<file path="src/dcc_defines.svh">
`ifndef DCC_DEFINES_SVH
`define DCC_DEFINES_SVH
// register map of the converter block
`define DCC_CTRL_ADDR     8'hA4
`define DCC_INCTL_ADDR    8'hA5
`define DCC_CTRL_RST      8'h00
`define DCC_INCTL_RST     8'h00
`define DCC_UNMAPPED_VAL  8'h00
// control register fields
`define DCC_B_DONE        7
`define DCC_B_BUSY        6
`define DCC_B_DAC         5
`define DCC_B_EN          4
`define DCC_B_LEFT_JUSTIFY        3
`define DCC_CKSEL_MSB     2
`define DCC_CKSEL_LSB     0
// input control register trigger field
`define DCC_TRG_MSB       5
`define DCC_TRG_LSB       4
// conversion lengths in converter clocks
`define DCC_ADC_CYC       13
`define DCC_DAC_CYC       11
`define DCC_SAMPLE_CYC    2
// clock rates, converter clock generation and completion delay
`define DCC_SYS_HZ        250000000
`define DCC_INT_OSC_HZ    8000000
`define DCC_CONV_INT_HZ   2000000
`define DCC_INT_DIV       (`DCC_INT_OSC_HZ / `DCC_CONV_INT_HZ)
`define DCC_PRESC_W       7
`define DCC_DONE_DLY      2
`endif

</file>
<file path="src/dcc_pkg.sv">
`default_nettype none
package dcc_pkg;
    // conversion start source
    typedef enum logic [1:0] {
        DCC_TRG_SW   = 2'h0,
        DCC_TRG_TMR0 = 2'h1,
        DCC_TRG_TMR1 = 2'h2,
        DCC_TRG_TMR2 = 2'h3
    } dcc_trg_t;
    // sequencer state
    typedef enum logic {
        DCC_IDLE = 1'b0,
        DCC_RUN  = 1'b1
    } dcc_seq_t;
endpackage : dcc_pkg
`default_nettype wire

</file>
<file path="src/dcc_clk_sel.sv">
`include "dcc_defines.svh"
`default_nettype none
module dcc_clk_sel
    import dcc_pkg::*;
#(
    parameter int PRESC_W = `DCC_PRESC_W,
    parameter int INT_DIV = `DCC_INT_DIV
) (
    input  wire logic       clk_sys,
    input  wire logic       rst_b,
    input  wire logic [2:0] cksel,
    input  wire logic       int_osc_tick,
    output var  logic       conv_tick
);
    localparam int IW = (INT_DIV > 2) ? $clog2(INT_DIV) : 1;

    if (PRESC_W < 7 || INT_DIV < 2) begin : g_chk
        $error("dcc_clk_sel: prescaler too narrow or divider below 2");
    end

    logic [PRESC_W-1:0] presc_r;
    logic [IW-1:0]      int_cnt_r;

    // low k bits all ones marks every 2^k-th system cycle
    function automatic logic presc_hit(input logic [2:0] sel,
                                       input logic [PRESC_W-1:0] cnt);
        logic [PRESC_W-1:0] mask;
        mask = PRESC_W'((1 << sel) - 1);
        return &(cnt | ~mask);
    endfunction : presc_hit

    wire logic int_hit = int_osc_tick &&
                         (int_cnt_r == IW'(INT_DIV - 1));
    wire logic sel_hit = (cksel == 3'h0) ? int_hit
                                         : presc_hit(cksel, presc_r);

    // prescaler runs on the raw clock, blind to cpu clock dividers
    always_ff @(posedge clk_sys) begin
        if (!rst_b) begin
            presc_r   <= '0;
            int_cnt_r <= '0;
            conv_tick <= 1'b0;
        end else begin
            presc_r   <= presc_r + 1'b1;
            if (int_osc_tick) begin
                int_cnt_r <= int_hit ? '0 : int_cnt_r + 1'b1;
            end
            conv_tick <= sel_hit;
        end
    end

    a_div2_rate: assert property (@(posedge clk_sys)
        disable iff (!rst_b)
        (cksel == 3'h1 && $past(cksel) == 3'h1 && presc_r[0])
        |=> conv_tick)
        else $error("divide-by-2 converter tick missing");
    a_int_source: assert property (@(posedge clk_sys)
        disable iff (!rst_b)
        (conv_tick && $past(cksel) == 3'h0) |-> $past(int_osc_tick))
        else $error("internal converter tick without oscillator edge");
endmodule : dcc_clk_sel
`default_nettype wire

</file>
<file path="src/dcc_conv_seq.sv">
`include "dcc_defines.svh"
`default_nettype none
module dcc_conv_seq
    import dcc_pkg::*;
(
    input  wire logic clk_sys,
    input  wire logic rst_b,
    input  wire logic enable,
    input  wire logic dac_mode,
    input  wire logic start,
    input  wire logic conv_tick,
    output logic      busy,
    output logic      done,
    output logic      sample
);
    dcc_seq_t   state_r;
    logic [3:0] cnt_r;
    logic       mode_r;

    wire logic [3:0] last = mode_r ? 4'(`DCC_DAC_CYC - 1)
                                   : 4'(`DCC_ADC_CYC - 1);
    wire logic       fin  = conv_tick && (cnt_r == last);

    assign busy = (state_r == DCC_RUN);

    // a cleared enable aborts without raising done
    always_ff @(posedge clk_sys) begin
        if (!rst_b) begin
            state_r <= DCC_IDLE;
            cnt_r   <= 4'h0;
            mode_r  <= 1'b0;
            done    <= 1'b0;
            sample  <= 1'b0;
        end else begin
            done   <= 1'b0;
            sample <= 1'b0;
            unique case (state_r)
                DCC_IDLE: begin
                    if (start && enable) begin
                        state_r <= DCC_RUN;
                        cnt_r   <= 4'h0;
                        mode_r  <= dac_mode;
                    end
                end
                DCC_RUN: begin
                    if (!enable) begin
                        state_r <= DCC_IDLE;
                    end else if (fin) begin
                        state_r <= DCC_IDLE;
                        done    <= 1'b1;
                    end else if (conv_tick) begin
                        cnt_r  <= cnt_r + 4'h1;
                        sample <= !mode_r &&
                                  (cnt_r == 4'(`DCC_SAMPLE_CYC - 1));
                    end
                end
            endcase
        end
    end

    a_done_count: assert property (@(posedge clk_sys)
        disable iff (!rst_b)
        done |-> $past(cnt_r) == ($past(mode_r) ? 4'hA : 4'hC))
        else $error("conversion ended at wrong converter cycle");
    a_done_idle: assert property (@(posedge clk_sys)
        disable iff (!rst_b)
        done |-> !busy && $past(busy))
        else $error("busy still set after completion");
endmodule : dcc_conv_seq
`default_nettype wire

</file>
<file path="src/dcc_top.sv">
// Added by the designer: the strobed register port.
`include "dcc_defines.svh"
`default_nettype none
module dcc_top
    import dcc_pkg::*;
#(
    parameter int RES_W = 10
) (
    input  wire logic       clk_sys,
    input  wire logic       rst_b,
    input  wire logic [7:0] reg_addr,
    input  wire logic [7:0] reg_wdata,
    input  wire logic       reg_wr,
    input  wire logic       reg_rd,
    output logic      [7:0] reg_rdata,
    input  wire logic       int_osc_tick,
    input  wire logic [2:0] tmr_ovf,
    input  wire logic       isr_ack,
    input  wire logic [9:0] adc_result,
    output logic            int_osc_en,
    output logic            conv_tick,
    output logic            conv_on,
    output logic            dac_mode,
    output logic            conv_busy,
    output logic            sample_pulse,
    output logic            dac_load,
    output logic            conv_done_flag,
    output logic      [7:0] res_hi,
    output logic      [7:0] res_lo,
    output logic      [7:0] input_control
);
    if (RES_W != 10) begin : g_chk
        $error("dcc_top: result formatter serves 10-bit results only");
    end

    // register address match, shared by read and write decode
    function automatic logic addr_is(input logic [7:0] a,
                                     input logic [7:0] base);
        return a == base;
    endfunction : addr_is

    // timer overflow picked by the trigger field
    function automatic logic tmr_pick(input dcc_trg_t t,
                                      input logic [2:0] ovf);
        logic r;
        r = 1'b0;
        unique case (t)
            DCC_TRG_SW:   r = 1'b0;
            DCC_TRG_TMR0: r = ovf[0];
            DCC_TRG_TMR1: r = ovf[1];
            DCC_TRG_TMR2: r = ovf[2];
        endcase
        return r;
    endfunction : tmr_pick

    // control register fields, input control, done delay and sequencer status
    logic       done_flag_r;
    logic       dac_r;
    logic       en_r;
    logic       left_justify_r;
    logic [2:0] cksel_r;
    logic [7:0] inctl_r;
    logic [`DCC_DONE_DLY-1:0] done_dly_r;
    logic       seq_busy;
    logic       seq_done;
    logic       seq_sample;

    // address decode
    wire logic wr_ctrl  = reg_wr && addr_is(reg_addr, `DCC_CTRL_ADDR);
    wire logic wr_inctl = reg_wr && addr_is(reg_addr, `DCC_INCTL_ADDR);
    wire logic rd_ctrl  = reg_rd && addr_is(reg_addr, `DCC_CTRL_ADDR);
    wire logic rd_inctl = reg_rd && addr_is(reg_addr, `DCC_INCTL_ADDR);

    // enable and mode as they stand after the current write, trigger field as stored
    wire logic en_nxt  = wr_ctrl ? reg_wdata[`DCC_B_EN]  : en_r;
    wire logic dac_nxt = wr_ctrl ? reg_wdata[`DCC_B_DAC] : dac_r;
    wire dcc_trg_t trigger_select = dcc_trg_t'(inctl_r[`DCC_TRG_MSB:`DCC_TRG_LSB]);

    // software start only counts in software-trigger mode
    wire logic sw_start = wr_ctrl && reg_wdata[`DCC_B_BUSY] &&
                          reg_wdata[`DCC_B_EN] &&
                          (trigger_select == DCC_TRG_SW);
    wire logic hw_start = en_r && tmr_pick(trigger_select, tmr_ovf);
    wire logic start    = sw_start || hw_start;

    // read image of the control register
    wire logic [7:0] ctrl_img = {done_flag_r, seq_busy, dac_r, en_r,
                                 left_justify_r, cksel_r};
    wire logic [7:0] rd_val   = rd_ctrl  ? ctrl_img :
                                rd_inctl ? inctl_r  : `DCC_UNMAPPED_VAL;

    // result formatting, right with sign extension or left with zeros
    wire logic [7:0] fmt_hi = left_justify_r ? adc_result[9:2]
                                     : {{6{adc_result[9]}},
                                        adc_result[9:8]};
    wire logic [7:0] fmt_lo = left_justify_r ? {adc_result[1:0], 6'h00}
                                     : adc_result[7:0];

    // converter clock: enable pulse from the selected source
    dcc_clk_sel #(
        .PRESC_W      (`DCC_PRESC_W),
        .INT_DIV      (`DCC_INT_DIV)
    ) u_clk_sel (
        .clk_sys      (clk_sys),
        .rst_b        (rst_b),
        .cksel        (cksel_r),
        .int_osc_tick (int_osc_tick),
        .conv_tick    (conv_tick)
    );

    // conversion length and busy tracking
    dcc_conv_seq u_seq (
        .clk_sys   (clk_sys),
        .rst_b     (rst_b),
        .enable    (en_nxt),
        .dac_mode  (dac_nxt),
        .start     (start),
        .conv_tick (conv_tick),
        .busy      (seq_busy),
        .done      (seq_done),
        .sample    (seq_sample)
    );

    // oscillator stays on whatever clocks the cpu; costs some power
    assign int_osc_en     = 1'b1;
    assign conv_on        = en_r;
    assign dac_mode       = dac_r;
    assign conv_busy      = seq_busy;
    assign sample_pulse   = seq_sample;
    assign conv_done_flag = done_flag_r;
    assign input_control  = inctl_r;

    // dac data is taken into its buffer on the start cycle
    assign dac_load = start && en_nxt && dac_nxt && !seq_busy;

    // control register writes; busy and done bits are hardware-owned
    always_ff @(posedge clk_sys) begin
        if (!rst_b) begin
            dac_r   <= 1'b0;
            en_r    <= 1'b0;
            left_justify_r  <= 1'b0;
            cksel_r <= 3'h0;
            inctl_r <= `DCC_INCTL_RST;
        end else begin
            if (wr_ctrl) begin
                dac_r   <= reg_wdata[`DCC_B_DAC];
                en_r    <= reg_wdata[`DCC_B_EN];
                left_justify_r  <= reg_wdata[`DCC_B_LEFT_JUSTIFY];
                cksel_r <= reg_wdata[`DCC_CKSEL_MSB:`DCC_CKSEL_LSB];
            end
            if (wr_inctl) begin
                inctl_r <= reg_wdata;
            end
        end
    end

    // completion passes through system stages before it is seen
    always_ff @(posedge clk_sys) begin
        if (!rst_b) begin
            done_dly_r <= '0;
        end else begin
            done_dly_r <= {done_dly_r[`DCC_DONE_DLY-2:0],
                           seq_done};
        end
    end

    // an event in the clearing cycle wins over the vector clear
    always_ff @(posedge clk_sys) begin
        if (!rst_b) begin
            done_flag_r <= 1'b0;
        end else begin
            done_flag_r <= done_dly_r[`DCC_DONE_DLY-1] ||
                           (done_flag_r && !isr_ack);
        end
    end

    // adc result is written at completion, dac leaves it alone
    always_ff @(posedge clk_sys) begin
        if (!rst_b) begin
            res_hi <= 8'h00;
            res_lo <= 8'h00;
        end else if (seq_done && !dac_r) begin
            res_hi <= fmt_hi;
            res_lo <= fmt_lo;
        end
    end

    // read data stand in the cycle after the strobe only
    always_ff @(posedge clk_sys) begin
        if (!rst_b) begin
            reg_rdata <= `DCC_CTRL_RST;
        end else begin
            reg_rdata <= reg_rd ? rd_val : 8'h00;
        end
    end

    a_sw_launch: assert property (@(posedge clk_sys)
        disable iff (!rst_b)
        (sw_start && !seq_busy) |=> conv_busy)
        else $error("software start did not raise busy");

    a_hw_launch: assert property (@(posedge clk_sys)
        disable iff (!rst_b)
        (hw_start && !seq_busy && !wr_ctrl) |=> conv_busy)
        else $error("timer overflow did not start a conversion");

    a_trg_map: assert property (@(posedge clk_sys)
        disable iff (!rst_b)
        (en_r && trigger_select == DCC_TRG_TMR1 && tmr_ovf == 3'h1 && !wr_ctrl
         && !seq_busy) |=> !conv_busy)
        else $error("wrong timer started a conversion");

    a_flag_delay: assert property (@(posedge clk_sys)
        disable iff (!rst_b)
        seq_done |-> ##2 done_dly_r[1] ##1 conv_done_flag)
        else $error("done flag not raised three cycles after end");

    a_flag_clear: assert property (@(posedge clk_sys)
        disable iff (!rst_b)
        (isr_ack && !done_dly_r[1]) |=> !conv_done_flag)
        else $error("done flag survived the vector clear");

    a_flag_hold: assert property (@(posedge clk_sys)
        disable iff (!rst_b)
        (conv_done_flag && !isr_ack) |=> conv_done_flag)
        else $error("done flag dropped without vectoring");

    a_ctrl_read: assert property (@(posedge clk_sys)
        disable iff (!rst_b)
        rd_ctrl |=> reg_rdata == $past(ctrl_img))
        else $error("control read data wrong");

    a_mode_bit: assert property (@(posedge clk_sys)
        disable iff (!rst_b)
        wr_ctrl |=> dac_mode == $past(reg_wdata[5]))
        else $error("mode bit not taken from write");

    a_enable_off: assert property (@(posedge clk_sys)
        disable iff (!rst_b)
        (wr_ctrl && !reg_wdata[4]) |=> !conv_on && !conv_busy)
        else $error("converter still running after disable");

    a_left_just: assert property (@(posedge clk_sys)
        disable iff (!rst_b)
        (seq_done && !dac_r && left_justify_r) |=>
        res_hi == $past(adc_result[9:2]) && res_lo[5:0] == 6'h00)
        else $error("left justified result wrong");

    a_right_just: assert property (@(posedge clk_sys)
        disable iff (!rst_b)
        (seq_done && !dac_r && !left_justify_r) |=>
        res_hi == {{6{$past(adc_result[9])}}, $past(adc_result[9:8])})
        else $error("right justified result not sign extended");

    a_osc_on: assert property (@(posedge clk_sys)
        disable iff (!rst_b)
        int_osc_en)
        else $error("internal oscillator switched off");
endmodule : dcc_top
`default_nettype wire

</file>
<file path="config.mk">
export PLATFORM = sky130hd
export DESIGN_NAME = dcc_top
export DESIGN_NICKNAME = d
export VERILOG_FILES = /design/src/dcc_pkg.sv /design/src/dcc_clk_sel.sv /design/src/dcc_conv_seq.sv /design/src/dcc_top.sv
export VERILOG_INCLUDE_DIRS = /design/src
export SDC_FILE = /design/constraint.sdc
export NUM_CORES = 1
export LEC_CHECK = 0
export BUFFER_PORTS_ARGS = -buffer_cell sky130_fd_sc_hd__buf_2
export CORE_ASPECT_RATIO = 0.7
export CORE_MARGIN = 1.5
export CORE_UTILIZATION = 36
export DETAILED_ROUTE_END_ITERATION = 8
export PLACE_DENSITY = 0.62
export SLEW_MARGIN = 20
export SYNTH_ARGS = -nofsm -noshare
export SYNTH_HDL_FRONTEND = slang
export SYNTH_SLANG_ARGS = --single-unit
export TNS_END_PERCENT = 20
</file>
<file path="constraint.sdc">
create_clock -name clk_sys -period 2.8 [get_ports clk_sys]
set_input_delay 0.56 -clock clk_sys [delete_from_list [all_inputs] [get_ports clk_sys]]
set_output_delay 0.56 -clock clk_sys [all_outputs]
set_load 0.05 [all_outputs]
</file>
Yosys cells after proc, flatten, opt, wreduce, memory -nomap -nowiden. Cells that the tools add are included.

Bits in latches: 0. Bits in registers: 59. Memories kept: 0. Input bits: 35. RAM bits: 0. Output and inout port bits: 40. ROM bits: 0.

Shifts and indexed selects: 1. Div/mod/pow operators: 0. Magnitude comparators: 0. Muxes and demuxes: 20. Multiply operators: 0. Reduce and logical (&&, ||, !) cells: 30. Bitwise logic cells: 6. Equal/unequal tests: 12. Add/subtract/negate cells: 4.

Operators with widths (number): $mux W8 (3); $eq A8 B8 Y1 const B (2); $logic_and A1 B1 Y1 (16); $mux W4 (4); $pmux W4 S2 (1); $add A7 B1 Y7 const B (1); $mux W1 (7); $mux W7 (1); $not A7 Y7 (1); $or A7 B7 Y7 (1); $reduce_and A7 Y1 (1); $shl A1 B3 Y7 const A (1); $sub A7 B2 Y7 const B (1); $eq A2 B2 Y1 const B (3); $ne A2 B2 Y1 const B (3); $reduce_or A5 Y1 (1); $add A4 B1 Y4 const B (1); $eq A4 B1 Y1 const B (1); $eq A4 B4 Y1 (1); $logic_not A1 Y1 (4); $not A1 Y1 (4); $pmux W1 S4 (1); $reduce_and A2 Y1 (2); $reduce_and A4 Y1 (1); 10 further kinds (11).

Depth between registers and ports, before layout. Gate-level depths: netlist of the first run.

Depth in word-level cells: 9. Gate-level depth with buffers: 10.

Cells and area by module. A second synthesis of the first run with hierarchy kept.

Cell total of the unflattened synthesis: 272. Area, all modules: 2618.8 um^2.

Modules (own cells, without submodules): dcc_top (cells each 169, area an instance 1687.9 um^2, times used 1); dcc_clk_sel (cells each 60, area an instance 538.0 um^2, times used 1); dcc_conv_seq (cells each 43, area an instance 392.9 um^2, times used 1).

Worst setup path after synthesis of the first run. Ideal clock, no wire load.

Kind: input to output. Start: input port reg_addr[1]. End: output port dac_load. Arrival: 2.335 ns. Path slack: -0.095 ns. Data required time: 2.240 ns. Buffers on the path: 1. Cell stages on the path: 5. Cell sequence: or3b_4 -> or3_1 -> buf_6 -> mux2i_4 -> nor3_2.

Cells in the longest elaborated chain, start to end: 9. Elaborated cells on any way between the ends: 11. Classes of those cells: 1 x eq/ne; 2 x mux; 8 x reduce/logical.

RTL lines: start: declaration (RTL line dcc_top.sv:11) `input wire logic [7:0] reg_addr,`; $eq A8 B8 Y1 (*) (RTL line dcc_top.sv:39) `return a == base;`; $logic_and A1 B1 Y1 (*) (RTL line dcc_top.sv:69) `` wire logic wr_ctrl = reg_wr && addr_is(reg_addr, `DCC_CTRL_ADDR); ``; $logic_and A1 B1 Y1 (3 in a row) (RTL line dcc_top.sv:80) `` wire logic sw_start = wr_ctrl && reg_wdata[`DCC_B_BUSY] && ``; $logic_or A1 B1 Y1 (RTL line dcc_top.sv:84) `wire logic start = sw_start || hw_start;`; $logic_and A1 B1 Y1 (RTL line dcc_top.sv:134) `assign dac_load = start && en_nxt && dac_nxt && !seq_busy;`; $logic_and A1 B1 Y1 (*) (2 in a row) (RTL line dcc_top.sv:134); end: declaration (RTL line dcc_top.sv:26) `output logic dac_load,`.

Every way passes the cells marked *; elsewhere a longest branch is shown, timed or not.

Worst setup path after layout of the first run. Same ends and word-level chain as after synthesis.

==> out/summary.txt, run 1 <==
length in cells of the worst reg-to-reg path - 7
post-synthesis cell area - 2620 um^2
root buffer cell - sky130_fd_sc_hd__clkbuf_8
result of the run - completed
share of synthesized flip-flops with an asynchronous set or reset - 0%
terminus of the critical flop-to-flop path - u_clk_sel.conv_tick
cell row count - 25
leading cell type in the layout, fill and taps excluded - sky130_fd_sc_hd__buf_2
io pins - 75
core region area - 6880 um^2
predominant post-synthesis flop cell - sky130_fd_sc_hd__dfxtp_1
fin nets - 397
weighted congestion reported at the end of routability-driven placement - 0.868
crit path capture type - output port
first-pass GRT wire length - 10000 um
largest voltage drop on the vdd net - 0.000198 V
setup-violating endpoint count in the final report - 0
Cell Pwr Density - 510 nW/um^2
post-detailed-route count of antenna-violating nets - 0
post-CTS clock slew at the launch and capture registers of the worst setup and hold paths - 60 ps
clock tree from TritonCTS - built
overflow left after global routing - 0
startpoint of the lowest-slack register-to-register path - cksel_r[2]
initial antenna violation count - 0
initial standard-cell utilization of the core - 38.0%
startpoint of the lowest-slack hold path - done_dly_r[0]
cell internal pwr - 0.00131 W
Post-Synthesis Mean Instance Area - 9.22 um^2
family with the most delay on the worst path - simple AND/OR/NAND/NOR gates
arrival time worst endpoint - 2160 ps
sequential fraction of design power - 51.1%
final critical-path required period - 2720 ps
fraction of the cycle the final worst path needs - 97.3%
portion of total power attributed to the clock network - 44.2%
Hold Buf Count CTS - 0
multi-input combinational cell area - 1340 um^2
final hold vios - 0
I/O Buffers - 73
element type at the critical path start - input pin
overall die height - 74.3 um
maximum clock path buffer count - 2
max-cap viol count - 0
Critical Path Max Stage Delay - 440 ps
Synth Instances - 284
FF/Latch Area - 1180 um^2
final instance count without filler cells - 454
number of synthesized flops with an enable pin - 0
critical path cell sequence - buf_2 -> or3b_4 -> or3_1 -> mux2i_4 -> nor3_4 -> clkbuf_4
proportion of layout cells with a drive suffix above 1 - 28.6%
critical path type - input pin to output port
HP Class - flop to flop
HPWL after detailed placement - 4490 um
CTS H-tree lvls - 3
Skew-Pair Late Insertion Delay - 330 ps
Slew headroom - 58.3%
Synth Net Count - 324
final max-slew violation count - 0
PnR Total Power - 0.00166 W
overall via count from detail_route - 2,169
Placed Cells - 440
fill count - 700
antenna diode count - 0
worst path buffer plus inverter count - 2
detailed-route wire length per cell - 13.4 um
RSZ-0062 raised after global routing - no
horizontal extent of the die - 105 um
number of global-route vias before repair - 1,988
total wire length after detailed routing - 6090 um
pin count of the biggest net entering global routing - 28
number of DRC violations after detailed routing - 0
floorplan die area - 7800 um^2
Data required, critical path - 2240 ps
depth of the worst hold-timing path - 1
Register-to-Register Setup Slack - 690 ps
flops & latches, synth - 59
Detailed Routing Iterations Pass 1 - 4
Yosys cell types - 47
maximum clock rate - 0.367 GHz
highest fanout seen on the critical path - 5
slowest stage cell, crit path - sky130_fd_sc_hd__or3_1
Net Sw Frac - 21.6%
Comb power frac - 4.7%
number of sinks on the clock net - 59
Setup Skew - 9.68 ps
via density per instance - 4.78
portion of the post-synthesis area used by sequential elements - 45.1%
cts bufs inserted - 9
detailed router's first-iteration violation count - 89
net load switching power - 0.000359 W
slew at the pin closest to its max-slew limit - 619 ps
count of synthesis-stage warnings from yosys - 0
destination of the worst hold path - done_dly_r[1]
synthesis-to-finish area growth - 24.8%
Worst Hold Margin - 434 ps
post-route setup TNS - 0 ps
most frequent cells in the layout - sky130_fd_sc_hd__buf_2, sky130_fd_sc_hd__dfxtp_1, sky130_fd_sc_hd__nand2_1
overall global routing resource usage - 16.8%
reported leakage power - 1.45 nW
==> repair_timing <==
| action | 4_1_cts | 5_1_grt |
|---|---|---|
| endpoints found under the setup margin | 0 | 1 |
| gates resized for setup | 0 | 2 |
| buffers inserted | 0 | 0 |
==> metrics by stage <==
stage	worst slack (ps)	util, %	area (um^2)
floorplan	111	-	2620
global placement	65.4	44.7	3080
detailed placement	41.3	44.7	3080
CTS	42.1	47.3	3260
global route	32.6	47.5	3270
finish	76.9	47.5	3270
==> layer usage <==
layer	up-vias	share of wire (%)	GRT usage [%]
met5	-	0	0
met4	0	1.5	5.18
met3	10	6.8	7.19
met2	65	38	22.9
met1	975	53	23.7
li1	1119	-	-
==> worst max-delay path by stage <==
stage	from	endpoint	slack (ps)	depth (start not counted)
2_1_floorplan	reg_addr[1]	dac_load	110	5
3_3_place_gp	reg_addr[1]	dac_load	70	6
3_5_place_dp	reg_addr[1]	dac_load	40	6
4_1_cts	reg_addr[1]	dac_load	40	6
5_1_grt	reg_addr[1]	dac_load	30	6
6_report	reg_addr[1]	dac_load	80	6
==> power by group through the flow <==
stage	clock, W	combinational (W)	sequential [W]
floorplan	0	0.0000400	0.000869
global placement	0	0.0000778	0.000869
detailed placement	0	0.0000775	0.000869
CTS	0.000757	0.0000783	0.000851
global route	0.000799	0.0000871	0.000851
finish	0.000735	0.0000786	0.000851
==> worst reg2reg max path, cell delays in order, from the launching register on <==
cell and delay [ps]:
sky130_fd_sc_hd__dfxtp_1 410, sky130_fd_sc_hd__nor3_1 380, sky130_fd_sc_hd__inv_1 80, sky130_fd_sc_hd__ha_1 280
sky130_fd_sc_hd__o21ai_0 80, sky130_fd_sc_hd__a211o_1 270, sky130_fd_sc_hd__a2111oi_0 350, sky130_fd_sc_hd__o21a_1 170
==> layout make-up <==
class                      count  share of cell area (%)
sequential                    59                    36.2
inverter                      10                    1.15
clock buffer                  11                    4.33
multi-input combinational    198                    40.9
tap                           94                    3.60
clock inverter                 3                    1.23
timing repair buffer          79                    12.6
==> cell families after synthesis <==
kind of cell | after synthesis | share of synthesized area, %
AND/OR/NAND/NOR | 109 | 22.8
flip-flops | 59 | 45.1
multiplexers | 19 | 7.74
AO/OA/AOI/OAI | 57 | 15.2
XOR/XNOR | 7 | 2.34
adder cells (fa/ha/maj) | 5 | 2.39
other | 1 | 0.143
buffers and inverters | 27 | 4.30
==> state kept, by name, summed over array words and instances (netlist names) <==
name                 count
cksel_r                  3
conv_done_flag           1
conv_on                  1
dac_mode                 1
done_dly_r               2
input_control            8
left_justify_r           1
reg_rdata                8
res_hi                   8
res_lo                   8
u_clk_sel.conv_tick      1
u_clk_sel.int_cnt_r      2
u_clk_sel.presc_r        7
u_seq.busy               1
u_seq.cnt_r              4
u_seq.done               1
u_seq.mode_r             1
u_seq.sample             1
==> synth_stat cells, types with 4 or more instances <==
library cell,number,area (um^2)
sky130_fd_sc_hd__nand3b_1,6,45.0
sky130_fd_sc_hd__nand2_1,33,124
sky130_fd_sc_hd__nand3_1,7,35.0
sky130_fd_sc_hd__clkbuf_1,15,56.3
sky130_fd_sc_hd__ha_1,5,62.6
sky130_fd_sc_hd__mux2i_1,18,180
sky130_fd_sc_hd__a21oi_1,9,45.0
sky130_fd_sc_hd__o21ai_0,12,60.1
sky130_fd_sc_hd__and3_1,4,25.0
sky130_fd_sc_hd__nor2_1,21,78.8
sky130_fd_sc_hd__and2_1,6,37.5
sky130_fd_sc_hd__xnor2_1,6,52.6
sky130_fd_sc_hd__o21a_1,5,37.5
sky130_fd_sc_hd__nor2b_1,12,75.1
sky130_fd_sc_hd__dfxtp_1,59,1180
sky130_fd_sc_hd__a21boi_0,15,113
sky130_fd_sc_hd__inv_1,10,37.5
(Power assumes the default switching activity.)
==> run 2, diff against run 1 <==
- CAP_MARGIN: default -> 20
- PLACE_DENSITY: 0.62 -> 0.64
- clock period: 2.8 -> 2.24 ns (I/O delays scaled with it)
==> out/summary.txt, run 2 (same netlist as run 1, synthesis figures left out) <==
number of global-route vias before repair - 1,987
core region area - 6880 um^2
first-pass GRT wire length - 9920 um
# resized after CTS - 4
Register-to-Register Setup Slack - 310 ps
horizontal extent of the die - 105 um
slew at the pin closest to its max-slew limit - 590 ps
overall global routing resource usage - 16.7%
overall die height - 74.3 um
CTS H-tree lvls - 3
depth of the worst hold-timing path - 3
number of DRC violations after detailed routing - 0
reported leakage power - 1.52 nW
number of buffers inserted by post-CTS setup repair - 0
total wire length after detailed routing - 6150 um
leading cell type in the layout, fill and taps excluded - sky130_fd_sc_hd__buf_2
largest voltage drop on the vdd net - 0.000278 V
terminus of the critical flop-to-flop path - u_clk_sel.conv_tick
most frequent cells in the layout - sky130_fd_sc_hd__buf_2, sky130_fd_sc_hd__dfxtp_1, sky130_fd_sc_hd__nand2_1
length in cells of the worst reg-to-reg path - 8
Detailed Routing Iterations Pass 1 - 4
Slew headroom - 60.2%
final hold vios - 0
RSZ-0062 raised after global routing - yes
initial standard-cell utilization of the core - 38.0%
via density per instance - 4.71
overall via count from detail_route - 2,200
final critical-path required period - 2370 ps
Setup Skew - 6.84 ps
Worst Hold Margin - 370 ps
Skew-Pair Late Insertion Delay - 330 ps
io pins - 75
Placed Cells - 452
pin count of the biggest net entering global routing - 31
Post-Place Cell Area - 3170 um^2
Data required, critical path - 1790 ps
number of sinks on the clock net - 59
Cell Pwr Density - 605 nW/um^2
HP Class - input pin to flop
arrival time worst endpoint - 1920 ps
fraction of the cycle the final worst path needs - 106%
maximum clock path buffer count - 2
failing checks - setup timing
element type at the critical path start - input pin
root buffer cell - sky130_fd_sc_hd__clkbuf_8
startpoint of the lowest-slack hold path - reg_wdata[7]
I/O Buffers - 73
initial antenna violation count - 0
maximum clock rate - 0.422 GHz
setup ws final - -128 ps
pre-CTS worst setup slack - -278 ps
cell row count - 25
max-cap viol count - 0
critical path type - input pin to output port
weighted congestion reported at the end of routability-driven placement - 0.864
fin nets - 409
summed area of non-filler cells in the final layout - 3370 um^2
synthesis-to-finish area growth - 28.8%
final instance count without filler cells - 467
cts bufs inserted - 9
startpoint of the lowest-slack register-to-register path - cksel_r[2]
result of the run - complete, but fails checks
proportion of layout cells with a drive suffix above 1 - 31.6%
destination of the worst hold path - input_control[7]
post-CTS clock slew at the launch and capture registers of the worst setup and hold paths - 60 ps
post-detailed-route count of antenna-violating nets - 0
crit path capture type - output port
highest fanout seen on the critical path - 3
detailed router's first-iteration violation count - 130
setup-violating endpoint count in the final report - 1
overflow left after global routing - 0
detailed-route wire length per cell - 13.2 um
clock tree from TritonCTS - built
post-route setup TNS - -128 ps
floorplan die area - 7800 um^2
antenna diode count - 0
Hold Buf Count CTS - 0
final max-slew violation count - 0
HPWL after detailed placement - 4610 um
## run 2: worst max-delay path by stage
stage | to | depth (start not counted) | from
after global placement | dac_load | 6 | reg_addr[1]
final | dac_load | 7 | reg_addr[1]
after CTS | dac_load | 7 | reg_addr[1]
after global routing | dac_load | 7 | reg_addr[1]
after floorplan | dac_load | 5 | reg_addr[1]
after detailed placement | dac_load | 7 | reg_addr[1]
## run 2: metrics by stage
stage                     utilization, %  power, W
after floorplan                        -   0.00114
after global placement              46.0   0.00119
after detailed placement            46.0   0.00119
after CTS                           48.9   0.00207
after global routing                49.0   0.00215
final                               49.0   0.00204
## run 2: power by group
part           switching, W  internal [W]
registers        0.00000603       0.00106
clock network      0.000391      0.000483
logic             0.0000519     0.0000499
total              0.000449       0.00159
## run 2: area by class of cell
class | instances | area [um^2]
Sequential cell | 59 | 1180
Clock inverter | 2 | 10.0
Timing Repair Buffer | 91 | 507
Clock buffer | 13 | 169
Tap cell | 94 | 118
Multi-Input combinational cell | 198 | 1350
Inverter | 10 | 37.5
Fill cell | 670 | 3510
## run 2: per-layer routing
layer	vias to the layer above	track usage [%]	part of all wire [%]
met2	53	23.2	39
met4	0	4.11	0.98
li1	1146	-	-
met5	-	0	0
met3	5	6.75	5.4
met1	996	23.9	55
## run 2: critical path, cell delays in order
cell                      delay (ps)
sky130_fd_sc_hd__buf_2            90
sky130_fd_sc_hd__or3b_4          390
sky130_fd_sc_hd__buf_4           160
sky130_fd_sc_hd__nor4_4          300
sky130_fd_sc_hd__o21ai_2         130
sky130_fd_sc_hd__nor3_4          200
sky130_fd_sc_hd__buf_6           190
==> run 3, diff against run 2 <==
- CORE_MARGIN: 1.5 -> default
- CORE_UTILIZATION: 36 -> 46
- PLACE_DENSITY: 0.64 -> 0.78
==> out/summary.txt, run 3 (same netlist as run 1, synthesis figures left out) <==
result of the run - complete, but fails checks
failing checks - setup timing
largest voltage drop on the vdd net - 0.000311 V
arrival time worst endpoint - 1930 ps
number of sinks on the clock net - 59
sequential fraction of design power - 52.8%
setup-violating endpoint count in the final report - 1
highest fanout seen on the critical path - 3
final critical-path required period - 2370 ps
synthesis-to-finish area growth - 28.3%
clock tree from TritonCTS - built
Placed Cells - 431
maximum clock path buffer count - 2
Setup Skew - 8.45 ps
detailed-route wire length per cell - 13.2 um
max-cap viol count - 0
initial antenna violation count - 0
Net Sw Frac - 23.7%
cts bufs inserted - 9
overall via count from detail_route - 2,284
horizontal extent of the die - 92.2 um
crit path capture type - output port
io pins - 75
Comb power frac - 5.2%
Critical Path Max Stage Delay - 410 ps
Post-Place Cell Area - 3150 um^2
CTS H-tree lvls - 3
root buffer cell - sky130_fd_sc_hd__clkbuf_8
antenna diode count - 0
Data required, critical path - 1790 ps
pre-CTS worst setup slack - -273 ps
RSZ-0062 raised after global routing - yes
Hold Buf Count CTS - 0
final max-slew violation count - 0
overall global routing resource usage - 21.4%
WL met3 - 383 um
slowest stage cell, crit path - sky130_fd_sc_hd__or3_4
detailed router's first-iteration violation count - 123
highest routed layer - met4
overall die height - 65.1 um
net load switching power - 0.000477 W
cell row count - 22
Detailed Routing Iterations Pass 1 - 5
Slew headroom - 54.7%
fin nets - 410
leading cell type in the layout, fill and taps excluded - sky130_fd_sc_hd__buf_2
floorplan die area - 6000 um^2
setup ws final - -134 ps
fraction of the cycle the final worst path needs - 106%
critical path type - input pin to output port
overflow left after global routing - 0
portion of total power attributed to the clock network - 42.0%
number of global-route vias before repair - 2,090
terminus of the critical flop-to-flop path - u_clk_sel.conv_tick
length in cells of the worst reg-to-reg path - 8
HP Class - input pin to flop
final hold vios - 0
number of DRC violations after detailed routing - 0
total wire length after detailed routing - 5920 um
post-detailed-route count of antenna-violating nets - 0
wire length on met2 - 2470 um
final instance count without filler cells - 447
startpoint of the lowest-slack register-to-register path - cksel_r[2]
critical path's most frequent cell - sky130_fd_sc_hd__buf_6
cell internal pwr - 0.00154 W
slew at the pin closest to its max-slew limit - 672 ps
pin count of the biggest net entering global routing - 29
most frequent cells in the layout - sky130_fd_sc_hd__buf_2, sky130_fd_sc_hd__dfxtp_1, sky130_fd_sc_hd__nand2_1
element type at the critical path start - input pin
critical path cell sequence - buf_6 -> or3b_4 -> or3_4 -> mux2i_4 -> nor3_4 -> buf_6
HPWL after detailed placement - 4460 um
Cell Pwr Density - 600 nW/um^2
routed length on met1 - 3020 um
destination of the worst hold path - input_control[7]
summed area of non-filler cells in the final layout - 3360 um^2
first-pass GRT wire length - 10,000 um
Skew-Pair Late Insertion Delay - 330 ps
I/O Buffers - 73
initial standard-cell utilization of the core - 48.8%
depth of the worst hold-timing path - 3
post-CTS clock slew at the launch and capture registers of the worst setup and hold paths - 70 ps
PnR Total Power - 0.00201 W
reported leakage power - 1.51 nW
maximum clock rate - 0.421 GHz
startpoint of the lowest-slack hold path - reg_wdata[7]
core region area - 5370 um^2
proportion of layout cells with a drive suffix above 1 - 32.0%
final core occ - 62.5%
via density per instance - 5.11
weighted congestion reported at the end of routability-driven placement - 0.863
Register-to-Register Setup Slack - 300 ps
==> run 3: cell count changes in the layout (fill, tap and decap cells not counted) <==
cell	previous run	this run
sky130_fd_sc_hd__clkbuf_1	1	0
sky130_fd_sc_hd__dfxtp_1	58	59
sky130_fd_sc_hd__clkbuf_8	12	10
sky130_fd_sc_hd__buf_4	18	19
sky130_fd_sc_hd__buf_2	72	71
sky130_fd_sc_hd__clkinv_4	0	1
sky130_fd_sc_hd__dfxtp_2	1	0
sky130_fd_sc_hd__clkinvlp_4	0	3
sky130_fd_sc_hd__buf_6	1	2
==> run 3: what timing repair did <==
item                       CTS  global route
setup endpoints to repair    1             2
buffers inserted             0             0
resized for setup            5             1
==> run 3: cell type report <==
class	count	area, um^2
Fill cell	485	2010
Multi-Input combinational cell	198	1350
Inverter	10	37.5
Timing Repair Buffer	92	520
Tap cell	72	90.1
Clock inverter	6	41.3
Clock buffer	10	138
Sequential cell	59	1180
==> run 3: critical path, delay by kind of cell <==
family / cells / cell delay, ps
buffers and inverters: 2 / 280
muxes: 1 / 210
and+or+nand+nor: 3 / 1000
==> run 3: how the worst max path moves through the flow <==
stage	start	end	slack (ps)	cells after the start
6_report	reg_addr[1]	dac_load	-130	6
5_1_grt	reg_addr[1]	dac_load	-190	7
4_1_cts	reg_addr[1]	dac_load	-130	6
3_5_place_dp	reg_addr[1]	dac_load	-270	6
3_3_place_gp	reg_addr[1]	dac_load	-260	6
2_1_floorplan	reg_addr[1]	dac_load	-230	5
==> run 3: power groups by stage <==
stage / clock network [W] / registers [W] / logic, W
2_1_floorplan: 0 / 0.00109 / 0.0000501
3_3_place_gp: 0 / 0.00109 / 0.000101
3_5_place_dp: 0 / 0.00109 / 0.000102
4_1_cts: 0.000865 / 0.00106 / 0.000105
5_1_grt: 0.000915 / 0.00106 / 0.000115
6_report: 0.000846 / 0.00106 / 0.000105
==> run 3: metrics by stage <==
stage / hold WS, ps / TNS [ps]
2_1_floorplan: 412 / -256
3_3_place_gp: 418 / -303
3_5_place_dp: 424 / -346
4_1_cts: 352 / -130
5_1_grt: 370 / -190
6_report: 361 / -134
==> run 3: per-layer routing <==
metal / track usage [%] / vias up
li1: - / 1148
met1: 31.2 / 1055
met2: 30.4 / 75
met3: 5.32 / 6
met4: 7.62 / 0
met5: 0 / -
